--- config.mk ---
export PLATFORM = sky130hd
export DESIGN_NAME = fcrb_top
export DESIGN_NICKNAME = d
export VERILOG_FILES = /design/src/pkg/fcrb_pkg.sv /design/src/pkg/fcrb_if.sv /design/src/core/fcrb_ahb_slave.sv /design/src/core/fcrb_top.sv
export SDC_FILE = /design/constraint.sdc
export NUM_CORES = 1
export LEC_CHECK = 0
export BUFFER_PORTS_ARGS = -buffer_cell sky130_fd_sc_hd__clkbuf_2
export CAP_MARGIN = 40
export CELL_PAD_IN_SITES_DETAIL_PLACEMENT = 1
export CELL_PAD_IN_SITES_GLOBAL_PLACEMENT = 2
export CORE_MARGIN = 1
export CORE_UTILIZATION = 28
export DETAILED_ROUTE_END_ITERATION = 6
export PLACE_DENSITY = 0.78
export SLEW_MARGIN = 30
export SYNTH_ARGS = -nofsm -noshare
export SYNTH_HDL_FRONTEND = slang
export SYNTH_SLANG_ARGS = --single-unit
export TNS_END_PERCENT = 50
--- constraint.sdc ---
create_clock -name clock_i -period 3.1 [get_ports clock_i]
set_input_delay 0 -clock clock_i [delete_from_list [all_inputs] [get_ports clock_i]]
set_output_delay 0 -clock clock_i [all_outputs]
set_load 0.05 [all_outputs]
--- src/pkg/fcrb_pkg.sv ---
// Constants for the filter coefficient register bank
package fcrb_pkg;

	// Register index width; byte address is four times the index
	localparam int IDX_W = 7;
	localparam int IDX_LSB = 2;
	localparam int REG_COUNT = 11;
	localparam int SLOT_W = 4;
	localparam logic [SLOT_W-1:0] SLOT_NONE = 4'hf;
	localparam logic [7:0] RSVD_VALUE = 8'h00;

	// Register indices on page one
	localparam logic [IDX_W-1:0] IDX_RCH_NUM1_LO = 7'h32;
	localparam logic [IDX_W-1:0] IDX_RCH_DEN1_HI = 7'h33;
	localparam logic [IDX_W-1:0] IDX_RCH_DEN1_LO = 7'h34;
	localparam logic [IDX_W-1:0] IDX_SPATIAL_HI = 7'h35;
	localparam logic [IDX_W-1:0] IDX_SPATIAL_LO = 7'h36;
	localparam logic [IDX_W-1:0] IDX_RSVD_FIRST = 7'h37;
	localparam logic [IDX_W-1:0] IDX_RSVD_LAST = 7'h40;
	localparam logic [IDX_W-1:0] IDX_LHP_NUM0_HI = 7'h41;
	localparam logic [IDX_W-1:0] IDX_LHP_NUM0_LO = 7'h42;
	localparam logic [IDX_W-1:0] IDX_LHP_NUM1_HI = 7'h43;
	localparam logic [IDX_W-1:0] IDX_LHP_NUM1_LO = 7'h44;
	localparam logic [IDX_W-1:0] IDX_LHP_DEN1_HI = 7'h45;
	localparam logic [IDX_W-1:0] IDX_LHP_DEN1_LO = 7'h46;

	// Reset values
	localparam logic [7:0] RCH_NUM1_LO_RST = 8'h2d;
	localparam logic [7:0] RCH_DEN1_HI_RST = 8'h53;
	localparam logic [7:0] RCH_DEN1_LO_RST = 8'h7e;
	localparam logic [7:0] SPATIAL_HI_RST = 8'h7f;
	localparam logic [7:0] SPATIAL_LO_RST = 8'hff;
	localparam logic [7:0] LHP_NUM0_HI_RST = 8'h39;
	localparam logic [7:0] LHP_NUM0_LO_RST = 8'h55;
	localparam logic [7:0] LHP_NUM1_HI_RST = 8'hf3;
	localparam logic [7:0] LHP_NUM1_LO_RST = 8'h2d;
	localparam logic [7:0] LHP_DEN1_HI_RST = 8'h53;
	localparam logic [7:0] LHP_DEN1_LO_RST = 8'h7e;

	// Storage slot order: index and reset value per slot
	localparam logic [IDX_W-1:0] SLOT_IDX [REG_COUNT] = '{
		IDX_RCH_NUM1_LO, IDX_RCH_DEN1_HI, IDX_RCH_DEN1_LO, IDX_SPATIAL_HI,
		IDX_SPATIAL_LO, IDX_LHP_NUM0_HI, IDX_LHP_NUM0_LO, IDX_LHP_NUM1_HI,
		IDX_LHP_NUM1_LO, IDX_LHP_DEN1_HI, IDX_LHP_DEN1_LO};
	localparam logic [7:0] SLOT_RST [REG_COUNT] = '{
		RCH_NUM1_LO_RST, RCH_DEN1_HI_RST, RCH_DEN1_LO_RST, SPATIAL_HI_RST,
		SPATIAL_LO_RST, LHP_NUM0_HI_RST, LHP_NUM0_LO_RST, LHP_NUM1_HI_RST,
		LHP_NUM1_LO_RST, LHP_DEN1_HI_RST, LHP_DEN1_LO_RST};

	// Slot numbers used for the coefficient outputs
	localparam int SL_RCH_NUM1_LO = 0;
	localparam int SL_RCH_DEN1_HI = 1;
	localparam int SL_RCH_DEN1_LO = 2;
	localparam int SL_SPATIAL_HI = 3;
	localparam int SL_SPATIAL_LO = 4;
	localparam int SL_LHP_NUM0_HI = 5;
	localparam int SL_LHP_NUM0_LO = 6;
	localparam int SL_LHP_NUM1_HI = 7;
	localparam int SL_LHP_NUM1_LO = 8;
	localparam int SL_LHP_DEN1_HI = 9;
	localparam int SL_LHP_DEN1_LO = 10;

	// AHB-Lite encodings
	localparam logic [1:0] HTRANS_NONSEQ = 2'h2;
	localparam logic HRESP_OKAY = 1'h0;

endpackage : fcrb_pkg

--- src/pkg/fcrb_if.sv ---
// Register access carrier between bus front end and byte storage
`timescale 1ns/10ps
`default_nettype none
interface fcrb_if;
	import fcrb_pkg::*;
	logic wr_en;
	logic [IDX_W-1:0] wr_idx;
	logic [7:0] wr_data;
	logic rd_en;
	logic [IDX_W-1:0] rd_idx;
	logic [7:0] rd_data;

	modport bus_side (output wr_en, wr_idx, wr_data, rd_en, rd_idx, input rd_data);
	modport reg_side (input wr_en, wr_idx, wr_data, rd_en, rd_idx, output rd_data);
endinterface : fcrb_if
`default_nettype wire

--- src/core/fcrb_ahb_slave.sv ---
// AHB-Lite slave front end for the coefficient register bank
`timescale 1ns/10ps
`default_nettype none
module fcrb_ahb_slave
	import fcrb_pkg::*;
(
	input wire logic clock_i,
	input wire logic srst_i,
	input wire logic hsel_i,
	input wire logic [31:0] haddr_i,
	input wire logic [1:0] htrans_i,
	input wire logic hwrite_i,
	input wire logic hready_i,
	input wire logic [31:0] hwdata_i,
	output logic [31:0] hrdata_o,
	output logic hreadyout_o,
	output logic hresp_o,
	fcrb_if.bus_side regs
);
	logic take;
	logic in_range;
	logic [IDX_W-1:0] addr_idx;
	logic wr_pend_reg;
	logic [IDX_W-1:0] wr_idx_reg;
	logic [31:0] hrdata_reg;
	logic [31:0] hrdata_next;

	// Address phase decode; addresses above the index field are unmapped
	assign take = hsel_i && htrans_i[1] && hready_i;
	assign in_range = (haddr_i[31:IDX_LSB+IDX_W] == '0);
	assign addr_idx = haddr_i[IDX_LSB+IDX_W-1:IDX_LSB];

	// Read index leaves in the address phase so data is ready for the data phase
	assign regs.rd_en = take && !hwrite_i && in_range;
	assign regs.rd_idx = addr_idx;
	assign regs.wr_en = wr_pend_reg;
	assign regs.wr_idx = wr_idx_reg;
	assign regs.wr_data = hwdata_i[7:0];
	// Unmapped reads answer zero; byte sits in the low lane
	assign hrdata_next = regs.rd_en ? {24'h00_0000, regs.rd_data} :
		(take ? 32'h0000_0000 : hrdata_reg);

	// Zero wait states, always OKAY
	assign hreadyout_o = 1'b1;
	assign hresp_o = HRESP_OKAY;
	assign hrdata_o = hrdata_reg;

	// Write is held pending until its data phase
	always_ff @(posedge clock_i) begin
		if (srst_i) begin
			wr_pend_reg <= 1'b0;
			wr_idx_reg <= '0;
			hrdata_reg <= 32'h0000_0000;
		end else begin
			wr_pend_reg <= take && hwrite_i && in_range;
			wr_idx_reg <= take ? addr_idx : wr_idx_reg;
			hrdata_reg <= hrdata_next;
		end
	end
endmodule : fcrb_ahb_slave
`default_nettype wire

--- src/core/fcrb_top.sv ---
// Filter coefficient register bank: byte storage, reserved block, coefficient outputs
//
// The AHB-Lite slave port was left to the implementer.
`timescale 1ns/10ps
`default_nettype none
module fcrb_top
	import fcrb_pkg::*;
(
	input wire logic clock_i,
	input wire logic srst_i,
	input wire logic hsel_i,
	input wire logic [31:0] haddr_i,
	input wire logic [1:0] htrans_i,
	input wire logic hwrite_i,
	input wire logic [2:0] hsize_i,
	input wire logic hready_i,
	input wire logic [31:0] hwdata_i,
	output logic [31:0] hrdata_o,
	output logic hreadyout_o,
	output logic hresp_o,
	output logic [7:0] rch_deemph_num1_lo_o,
	output logic signed [15:0] rch_deemph_den1_o,
	output logic signed [15:0] spatial_atten_o,
	output logic signed [15:0] lch_highpass_num0_o,
	output logic signed [15:0] lch_highpass_num1_o,
	output logic signed [15:0] lch_highpass_den1_o
);

	// Map a register index to its storage slot, or none
	function automatic logic [SLOT_W-1:0] slot_of(input logic [IDX_W-1:0] idx);
		slot_of = SLOT_NONE;
		for (int s = 0; s < REG_COUNT; s++) begin
			if (idx == SLOT_IDX[s]) begin
				slot_of = SLOT_W'(s);
			end
		end
	endfunction : slot_of

	fcrb_if regs_if ();

	logic [SLOT_W-1:0] wr_slot;
	logic [SLOT_W-1:0] rd_slot;
	logic rd_rsvd;
	logic rd_hit;
	logic wr_hit;
	logic fwd_hit;
	logic [7:0] stored_byte;
	logic [7:0] byte_reg [REG_COUNT];
	logic [7:0] byte_next [REG_COUNT];

	// Bus front end; hsize is not decoded, only word transfers are expected
	fcrb_ahb_slave u_slave (
		.clock_i(clock_i),
		.srst_i(srst_i),
		.hsel_i(hsel_i),
		.haddr_i(haddr_i),
		.htrans_i(htrans_i),
		.hwrite_i(hwrite_i),
		.hready_i(hready_i),
		.hwdata_i(hwdata_i),
		.hrdata_o(hrdata_o),
		.hreadyout_o(hreadyout_o),
		.hresp_o(hresp_o),
		.regs(regs_if.bus_side)
	);

	// Slot decode for both directions
	assign wr_slot = slot_of(regs_if.wr_idx);
	assign rd_slot = slot_of(regs_if.rd_idx);
	assign wr_hit = regs_if.wr_en && (wr_slot != SLOT_NONE);
	assign rd_hit = rd_slot != SLOT_NONE;
	assign rd_rsvd = (regs_if.rd_idx >= IDX_RSVD_FIRST) && (regs_if.rd_idx <= IDX_RSVD_LAST);

	// Reserved block has no storage, so writes there fall away
	// Forwarding covers a read issued in the data phase of a write to the same byte
	assign fwd_hit = wr_hit && (wr_slot == rd_slot);
	assign stored_byte = rd_hit ? byte_reg[rd_slot] : RSVD_VALUE;
	assign regs_if.rd_data = rd_rsvd ? RSVD_VALUE :
		(fwd_hit ? regs_if.wr_data : stored_byte);

	// One byte register per slot; a write touches only its own slot
	for (genvar g = 0; g < REG_COUNT; g++) begin : g_byte
		assign byte_next[g] = (wr_hit && wr_slot == SLOT_W'(g)) ?
			regs_if.wr_data : byte_reg[g];
		always_ff @(posedge clock_i) begin
			if (srst_i) begin
				byte_reg[g] <= SLOT_RST[g];
			end else begin
				byte_reg[g] <= byte_next[g];
			end
		end
	end

	// Coefficients to the filters: upper byte over lower byte, signed; the right numerator one low byte goes out alone, unsigned
	assign rch_deemph_num1_lo_o = byte_reg[SL_RCH_NUM1_LO];
	assign rch_deemph_den1_o = $signed({byte_reg[SL_RCH_DEN1_HI],
		byte_reg[SL_RCH_DEN1_LO]});
	assign spatial_atten_o = $signed({byte_reg[SL_SPATIAL_HI],
		byte_reg[SL_SPATIAL_LO]});
	assign lch_highpass_num0_o = $signed({byte_reg[SL_LHP_NUM0_HI],
		byte_reg[SL_LHP_NUM0_LO]});
	assign lch_highpass_num1_o = $signed({byte_reg[SL_LHP_NUM1_HI],
		byte_reg[SL_LHP_NUM1_LO]});
	assign lch_highpass_den1_o = $signed({byte_reg[SL_LHP_DEN1_HI],
		byte_reg[SL_LHP_DEN1_LO]});
endmodule : fcrb_top
`default_nettype wire

==> results of run 1 <==
[metrics by stage]
stage,utilization [%],hold slack (ps)
4_1_cts,34.8,5.02
2_1_floorplan,-,118
5_1_grt,34.8,14.2
3_5_place_dp,32.8,261
6_report,34.8,6.20
3_3_place_gp,32.6,265
[path summary, 6_finish.rpt]
check                   endpoint  slack, ps  cells past startpoint
min reg2reg  u_slave.hrdata_o[0]        460                      2
min               byte_reg[9][1]          6                      2
max reg2reg       byte_reg[4][2]        440                      6
max          u_slave.hrdata_o[7]        430                      9
[power groups by stage]
stage          Sequential (W)  Clock (W)  Combinational [W]
2_1_floorplan         0.00137          0           0.000204
3_3_place_gp          0.00137          0           0.000252
3_5_place_dp          0.00137          0           0.000261
4_1_cts               0.00134    0.00131           0.000267
5_1_grt               0.00134    0.00137           0.000286
6_report              0.00134    0.00129           0.000268
[cells by family after synthesis]
logic type	count (synthesis)
AO/OA/AOI/OAI	151
XOR/XNOR	4
buffers and inverters	84
flip-flops	104
multiplexers	49
other	2
AND/OR/NAND/NOR	228
[cell type report]
cell class              instances  area (um^2)  area share [%]
clock inverters                 5         87.6            1.35
repair buffers                157          861            13.3
flip-flops and latches        104         2080            32.1
well taps                     234          293            4.51
multi-input cells             458         2880            44.3
inverters                      13         48.8           0.752
clock buffers                  10          239            3.68
[worst register-to-register path: stages, from the launching register on]
cell      delay [ps]
dfxtp_1          330
nand3b_1         350
a211o_1          380
a21oi_2          290
nand4_1          260
nand2b_1         510
a211o_1          420
[placed cells by master, fill, tap and decap left out, types with 5 or more instances in the layout]
master         Yosys  routed
o22a_1             6       6
nor2b_1           12      12
a21oi_1           14      14
o221ai_1          12      12
buf_4             29      11
o22ai_1            6       6
conb_1             2      26
inv_1             13      13
nand2_1           49      49
o31ai_1            8       8
dlygate4sd3_1      0       5
a22oi_1            7       7
nor2_1            96      96
clkbuf_2           1     139
nor4_1            15      15
a221oi_1           7       7
o21ai_0           19      19
and2_1             5       5
dfxtp_1          104     104
o211ai_1           9       9
mux2i_1           48      48
clkbuf_16          0       9
a211o_1           44      44
nand3_1           13      13
[layer usage]
metal | global-route usage (%) | vias up | share of wire (%)
li1 | - | 2438 | -
met1 | 25.6 | 2595 | 44
met2 | 35.5 | 182 | 50
met3 | 3.96 | 24 | 4.8
met4 | 5.78 | 0 | 1.9
met5 | 0 | - | 0
==> flow_metrics.py, run 1 <==
metrics = {
    "timing": {
        "setup_violations": 0,
        "setup-tns-final_ps": 0,
        "fmax_ghz": 0.375,
        "finClkSkew_ps": 6.04,
        "min_period_over_period_pct": 86.1,
        "worstMarginPinSlew_ps": 815,
        "relSlewSlack_pct": 45.5,
        "maxSlewViolCount": 0,
        "rsz0062_at_grt": "false",
        "hold_viol": 0,
        "finalCriticalPeriod_ps": 2670,
        "fin_ws_ps": 431,
    },
    "die": {
        "die_width_um": 140,
        "core_area_um2": 18600,
        "pin_count": 196,
        "initial_core_util_pct": 28.5,
        "dieArea_um2": 19500,
        "dieHeight_um": 140,
        "rows": 50,
    },
    "power_and_ir_drop": {
        "combinationalPowerShare_pct": 9.2,
        "internal_power_w": 0.00214,
        "power_w": 0.00290,
        "p_sw_w": 0.000764,
        "power_density_nw_per_um2": 447,
        "power_frac_seq_pct": 46.3,
        "vdd_drop_max_uv": 281,
        "p_sw_share_pct": 26.3,
        "p_leak_nw": 2.75,
        "clockPowerShare_pct": 44.5,
    },
    "min_path": {
        "holdCritStartpoint": "hwdata_i[1]",
        "hold_path.class": "in -> reg",
    },
    "synth": {
        "yosysMostFrequentCell": "dfxtp_1",
        "synth_edf_count": 0,
        "async_flop_share_pct": 0,
        "synthSimpleGateAreaFrac_pct": 20.5,
        "synth_fa_ha_area_share_pct": 0,
        "synthXorXnorAreaFrac_pct": 0.660,
        "synth_seq_cells": 104,
        "avgSynthCellArea_um2": 8.54,
        "synth_top_family_by_area": "compound AO/OA/AOI/OAI gates",
        "synth_common_cells": "104 x dfxtp_1, 96 x nor2_1, 49 x nand2_1",
        "synth_compound_area_share_pct": 21.9,
        "synth.distinct_cells": 60,
        "synth_mux_area_share_pct": 9.26,
        "syn_area_um2": 5310,
        "synth-main-ff-cell": "dfxtp_1",
        "yosysWarnings": 0,
        "ys_top_cells_by_area": "dfxtp_1 39%, mux2i_1 9.0%, a211o_1 7.3%, nor2_1 6.8%, buf_4 4.1%",
        "syn_inst": 622,
        "ys_seq_area_share_pct": 39.2,
        "synth_top_area_share_pct": 39.2,
        "yosysTopAreaCell": "dfxtp_1",
    },
    "detailed_routing": {
        "drt_iter0_markers": 333,
        "via_per_inst": 5.34,
        "first_pass_iters": 4,
        "drt_wl_total_mm": 19.9,
        "drc": 0,
        "vias": 5239,
        "ant_nets": 0,
        "post_drt_wl_per_cell_um": 20.3,
    },
    "placed_design": {
        "postPlaceCellArea_um2": 6110,
        "dp_hpwl_mm": 14.9,
        "place.gp.congestion": 0.849,
        "dp_cells": 961,
        "port_buffers": 139,
        "place_ws_ps": 474,
    },
    "clocking": {
        "cts_resized": 0,
        "htree_levels": 3,
        "cts_buffers": 9,
        "insertion_delay_ps": 360,
        "cts.reportedPaths.clkPinSlew_ps": 80,
        "postCtsHoldBufs": 5,
        "cts_max_path_buffers": 2,
        "cts_tree": "built",
        "cts_num_sinks": 104,
        "cts_setup_buffers": 0,
        "cts_root_buf": "clkbuf_16",
    },
    "setup_path": {
        "crit_path_top_delay_cell": "and2_1",
        "crit_family": "simple AND/OR/NAND/NOR gates",
        "cp_num_buf_inv": 2,
        "cp_slowest_stage_delay_ps": 640,
        "startpoint": "haddr_i[8]",
        "cp_common_cell": "o21ai_0",
        "crit_chain": "dlygate4sd3_1, clkbuf_2, or3b_1, o21ai_0, and2_1, a22oi_1, o21ai_0, nor4_1, o31ai_1",
        "crit_arrival_ps": 2950,
        "cp-end-kind": "flop",
        "cp_max_fo": 16,
        "setup.worst_path.start_class": "primary input",
        "crit_type": "in -> reg",
        "reg2reg_from": "u_slave.regs.wr_idx[6]",
        "required_ps": 3380,
    },
    "grt": {
        "antenna_found_initial": 0,
        "grt_pass1_vias": 5127,
        "grt_pass1_wl_mm": 30.2,
        "grt_start_max_net_pins": 65,
        "gr-total-overflow": 0,
        "grtUsageTotal_pct": 20.4,
    },
    "layout": {
        "drive_above_1_share_pct": 24.5,
        "fin_nets": 817,
        "diodes": 0,
        "nFillCells": 2246,
        "area.growth.synth_to_final_pct": 22.1,
        "finalNonFillerCells": 981,
        "final_area_um2": 6490,
        "largest_reg_flops": 88,
    },
    "flow_run": {
        "drv_cap": 0,
    },
    "run_status": {
        "status": "finished clean",
    },
}
No activity file was read; power rests on OpenSTA's default activity.
==> run 2, diff against run 1 <==
--- a/config.mk
+++ b/config.mk
@@ -10,9 +10,9 @@
 export CELL_PAD_IN_SITES_DETAIL_PLACEMENT = 1
 export CELL_PAD_IN_SITES_GLOBAL_PLACEMENT = 2
 export CORE_MARGIN = 1
-export CORE_UTILIZATION = 28
+export CORE_UTILIZATION = 25
 export DETAILED_ROUTE_END_ITERATION = 6
-export PLACE_DENSITY = 0.78
+export PLACE_DENSITY = 0.74
 export SLEW_MARGIN = 30
 export SYNTH_ARGS = -nofsm -noshare
 export SYNTH_HDL_FRONTEND = slang
==> constraint.sdc (replaced) <==
create_clock -name clock_i -period 2.3 [get_ports clock_i]
set_input_delay 0 -clock clock_i [delete_from_list [all_inputs] [get_ports clock_i]]
set_output_delay 0 -clock clock_i [all_outputs]
set_load 0.05 [all_outputs]
==> run 2 against run 1 <==
Compared with the run above:
- clock skew rose by 4.2 ps
- global-route usage is 2.0 points lower
- combinational power up 44%
- sequential power is 35% higher
- wire length grew 0.90%
- setup slack worse by 340 ps
- worst hold slack better by 6.9 ps
- clock power grew 35%
- clock-buffer cell count is 1 lower
- cell area up 7.5%
- non-clock buffer count increased by 31
- critical path type is now reg -> reg
- largest cell class unchanged
==> flow_metrics.py, run 2 (synthesized netlist as in run 1, its figures left out) <==
metrics = {
    "run_status": {
        "status": "finished clean",
    },
    "detailed_routing": {
        "drt_iter0_markers": 327,
        "drt_wl_total_mm": 20.1,
        "via_per_inst": 5.01,
        "ant_nets": 0,
        "drc": 0,
        "post_drt_wl_per_cell_um": 19.2,
        "first_pass_iters": 5,
        "vias": 5254,
    },
    "die": {
        "pin_count": 196,
        "dieArea_um2": 21800,
        "dieHeight_um": 148,
        "die_width_um": 148,
        "initial_core_util_pct": 25.8,
        "rows": 52,
        "core_area_um2": 20600,
    },
    "min_path": {
        "holdCritStartpoint": "hwdata_i[3]",
        "hold_path.class": "in -> reg",
    },
    "clocking": {
        "htree_levels": 3,
        "cts_tree": "built",
        "cts_max_path_buffers": 2,
        "cts_num_sinks": 104,
        "cts_buffers": 9,
        "cts.reportedPaths.clkPinSlew_ps": 80,
        "insertion_delay_ps": 360,
        "cts_root_buf": "clkbuf_16",
    },
    "grt": {
        "grtUsageTotal_pct": 18.4,
        "grt_pass1_wl_mm": 30.4,
        "antenna_found_initial": 0,
        "grt_pass1_vias": 5106,
        "gr-total-overflow": 0,
        "grt_start_max_net_pins": 47,
    },
    "layout": {
        "nFillCells": 2486,
        "largest_reg_flops": 88,
        "final_cell_mix": "139 x clkbuf_2, 99 x dfxtp_1, 96 x nor2_1, 48 x mux2i_1, 48 x nand2_1",
        "final_common_cell": "clkbuf_2",
        "diodes": 0,
        "drive_above_1_share_pct": 29.0,
        "final_util_pct": 33.9,
        "fin_nets": 848,
        "area.growth.synth_to_final_pct": 31.3,
    },
    "timing": {
        "hold_viol": 0,
        "worstMarginPinSlew_ps": 839,
        "min_period_over_period_pct": 96.1,
        "relSlewSlack_pct": 43.8,
        "finClkSkew_ps": 10.3,
        "fmax_ghz": 0.453,
        "finalCriticalPeriod_ps": 2210,
        "maxSlewViolCount": 0,
        "setup_violations": 0,
    },
    "setup_path": {
        "reg2reg_from": "u_slave.regs.wr_idx[4]",
        "r2r_end": "u_slave.hrdata_o[1]",
        "crit_type": "reg -> reg",
        "cp-end-kind": "flop",
        "required_ps": 2510,
        "cp-endpoint": "u_slave.hrdata_o[1]",
        "setup.worst_path.start_class": "flop",
        "r2r.worst_path.cells": 8,
        "startpoint": "u_slave.regs.wr_idx[4]",
        "crit_arrival_ps": 2420,
        "cp_max_fo": 8,
        "r2r_slack_ps": 90,
    },
    "placed_design": {
        "dp_hpwl_mm": 15.2,
        "place.gp.congestion": 0.791,
        "port_buffers": 139,
    },
    "power_and_ir_drop": {
        "power_w": 0.00394,
        "power_frac_seq_pct": 46.0,
        "p_leak_nw": 2.99,
        "p_sw_w": 0.00106,
        "combinationalPowerShare_pct": 9.8,
        "vdd_drop_max_uv": 357,
        "p_sw_share_pct": 26.9,
        "clockPowerShare_pct": 44.3,
        "internal_power_w": 0.00288,
        "power_density_nw_per_um2": 564,
    },
    "flow_run": {
        "drv_cap": 0,
    },
}
## run 2: power groups by stage
stage	clock, W	sequential, W	combinational (W)
5_1_grt	0.00185	0.00181	0.000413
6_report	0.00174	0.00181	0.000385
2_1_floorplan	0	0.00185	0.000275
3_5_place_dp	0	0.00185	0.000367
4_1_cts	0.00178	0.00181	0.000380
3_3_place_gp	0	0.00185	0.000368
## run 2: worst min path at each step
stage	cells after the start	endpoint	slack [ps]
finish	2	byte_reg[8][3]	10
global route	3	byte_reg[1][1]	10
detailed placement	2	u_slave.regs.wr_en	260
global placement	2	u_slave.regs.wr_en	260
floorplan	1	byte_reg[8][5]	120
CTS	3	byte_reg[1][1]	8
## run 2: repair_timing
item,4_1_cts,5_1_grt
gates resized for setup,1,18
hold buffers,7,0
pin swaps,0,2
buffers inserted,0,1
endpoints found under the setup margin,6,64
hold endpoints to repair,11,0
## run 2: stage by stage
| step | std cells | worst slack, ps | hold WS (ps) | TNS (ps) | area, um^2 |
|---|---|---|---|---|---|
| after global placement | 1025 | 43.1 | 259 | 0 | 6480 |
| after global routing | 1049 | -47.5 | 12.7 | -49.7 | 6970 |
| final | 1049 | 90.5 | 13.1 | 0 | 6970 |
| after floorplan | 646 | 70.6 | 118 | 0 | 5400 |
| after detailed placement | 1025 | -11.8 | 260 | -52.1 | 6480 |
| after CTS | 1048 | 13.9 | 8.30 | 0 | 6890 |
## run 2: final cells by class
class / instances / area [um^2] / area share, %
multi-input combinational: 458 / 2950 / 42.3
sequential: 104 / 2090 / 29.9
clock buffer: 9 / 225 / 3.23
tap: 270 / 338 / 4.84
timing repair buffer: 188 / 1220 / 17.5
clock inverter: 7 / 101 / 1.45
inverter: 13 / 48.8 / 0.700
## run 2: layer usage
layer	part of all wire, %	global-route usage [%]
met1	45	23.9
met2	48	30.9
met4	1.9	5.82
met3	4.9	3.06
met5	0	0
## run 2: critical path: stages, from the launching register on
cell and delay (ps):
dfxtp_2 340, or3b_4 440, a21oi_4 190, nand3_1 110
xor2_1 160, and4_1 190, buf_4 190, nor4_2 310
o31ai_1 110
==> run 3, diff against run 2 <==
--- a/config.mk
+++ b/config.mk
@@ -13,6 +13,7 @@
 export CORE_UTILIZATION = 25
 export DETAILED_ROUTE_END_ITERATION = 6
 export PLACE_DENSITY = 0.74
+export RECOVER_POWER = 100
 export SLEW_MARGIN = 30
 export SYNTH_ARGS = -nofsm -noshare
 export SYNTH_HDL_FRONTEND = slang
==> run 3 against run 2 <==
Compared with the run above:
- wire length grew 0.49%
- non-clock buffer count is the same
- sequential cell count is the same
- cell area shrank 2.6%
- combinational power is essentially flat
- via count shrank 0.89%
- die area is the same
- critical path type unchanged
- critical endpoint is now byte_reg[10][5]
- largest power group unchanged
==> flow_metrics.py, run 3 (synthesized netlist as in run 1, its figures left out) <==
metrics = {
    "run_status": {
        "status": "finished clean",
    },
    "die": {
        "initial_core_util_pct": 25.8,
        "die_width_um": 148,
        "dieArea_um2": 21800,
        "pin_count": 196,
        "rows": 52,
        "dieHeight_um": 148,
        "core_area_um2": 20600,
    },
    "clocking": {
        "htree_levels": 3,
        "cts.reportedPaths.clkPinSlew_ps": 80,
        "cts_buffers": 9,
        "cts_tree": "built",
        "insertion_delay_ps": 360,
        "cts_root_buf": "clkbuf_16",
        "cts_max_path_buffers": 2,
        "cts_num_sinks": 104,
    },
    "setup_path": {
        "cp-end-kind": "flop",
        "crit_type": "reg -> reg",
        "cp_max_fo": 15,
        "required_ps": 2550,
        "cp_num_buf_inv": 1,
        "crit_chain": "or3b_4, a21oi_4, nand3_1, or4_4, buf_12, a211o_1",
        "crit_family": "simple AND/OR/NAND/NOR gates",
        "cp_slowest_stage_delay_ps": 540,
        "crit_path_top_delay_cell": "or4_4",
        "setup.worst_path.start_class": "flop",
        "crit_arrival_ps": 2460,
    },
    "grt": {
        "grt_pass1_vias": 5106,
        "grt_pass1_wl_mm": 30.4,
        "grt_start_max_net_pins": 47,
        "antenna_found_initial": 0,
        "grtUsageTotal_pct": 18.4,
        "gr-total-overflow": 0,
    },
    "timing": {
        "hold_slack_ps": 21.6,
        "setup_violations": 0,
        "worstMarginPinSlew_ps": 973,
        "setup-tns-final_ps": 0,
        "min_period_over_period_pct": 96.3,
        "fmax_ghz": 0.452,
        "finClkSkew_ps": 11.3,
        "maxSlewViolCount": 0,
        "fin_ws_ps": 85.6,
        "finalCriticalPeriod_ps": 2210,
        "relSlewSlack_pct": 35.1,
        "hold_viol": 0,
    },
    "detailed_routing": {
        "post_drt_wl_per_cell_um": 19.3,
        "drt_wl_total_mm": 20.2,
        "drc": 0,
        "vias": 5207,
        "ant_nets": 0,
        "first_pass_iters": 4,
        "via_per_inst": 4.96,
        "drt_iter0_markers": 327,
    },
    "layout": {
        "largest_reg_flops": 88,
        "area.growth.synth_to_final_pct": 27.9,
        "final_area_um2": 6790,
        "diodes": 0,
        "final_cell_mix": "99 x dfxtp_1, 97 x clkbuf_1, 96 x nor2_1, 48 x mux2i_1, 48 x nand2_1",
        "final_util_pct": 33.0,
        "drive_above_1_share_pct": 16.6,
        "final_common_cell": "dfxtp_1",
        "fin_nets": 848,
    },
    "flow_run": {
        "drv_cap": 0,
    },
    "placed_design": {
        "port_buffers": 139,
        "place.gp.congestion": 0.791,
        "place_ws_ps": -11.8,
        "dp_hpwl_mm": 15.2,
        "postPlaceCellArea_um2": 6480,
    },
    "min_path": {
        "hold_path.class": "in -> reg",
    },
    "power_and_ir_drop": {
        "power_density_nw_per_um2": 580,
        "p_leak_nw": 2.68,
        "vdd_drop_max_uv": 358,
    },
}
run 3: where the power goes:
group	leakage [nW]	switching (W)	internal, W
clock network	0.158	0.000778	0.000970
logic	1.68	0.000281	0.000103
registers	0.843	0.00000598	0.00180
total	2.68	0.00106	0.00288
run 3: path summary, 6_finish.rpt:
kind	from	end	slack, ps	cells past startpoint
max	u_slave.regs.wr_idx[4]	byte_reg[10][5]	90	6
min	hwdata_i[1]	byte_reg[1][1]	20	3
max reg2reg	u_slave.regs.wr_idx[4]	byte_reg[10][5]	90	6
min reg2reg	u_slave.regs.wr_idx[6]	u_slave.regs.wr_idx[6]	470	2
run 3: through the flow:
stage          total power (W)  cells
3_5_place_dp           0.00222   1025
4_1_cts                0.00397   1048
2_1_floorplan          0.00212    646
6_report               0.00394   1049
3_3_place_gp           0.00222   1025
5_1_grt                0.00407   1049
run 3: timing repair:
item / in CTS / in global routing
hold buffers: 7 / 0
pin swaps: 0 / 2
endpoints found under the hold margin: 11 / 0
gates resized for setup: 1 / 18
setup endpoints to repair: 6 / 64
setup buffers: 0 / 1
run 3: layout make-up:
type / instances / area (um^2)
Clock inverter: 7 / 101
Tap cell: 270 / 338
Timing Repair Buffer: 188 / 1040
Clock buffer: 9 / 225
Sequential cell: 104 / 2090
Multi-Input combinational cell: 458 / 2950
Inverter: 13 / 48.8
Fill cell: 2521 / 13800
run 3: metal layers:
metal  global-route usage [%]  wire length (um)  vias up
li1                         -                 -     2498
met4                     5.82               308        0
met2                     30.9              9780      140
met5                        0                 0        -
met3                     3.06               906       21
met1                     23.9              9220     2548
run 3: worst min-delay path, cell delays in order:
cell and delay, ps:
clkbuf_2 210, nand2_1 70, nand3_1 60
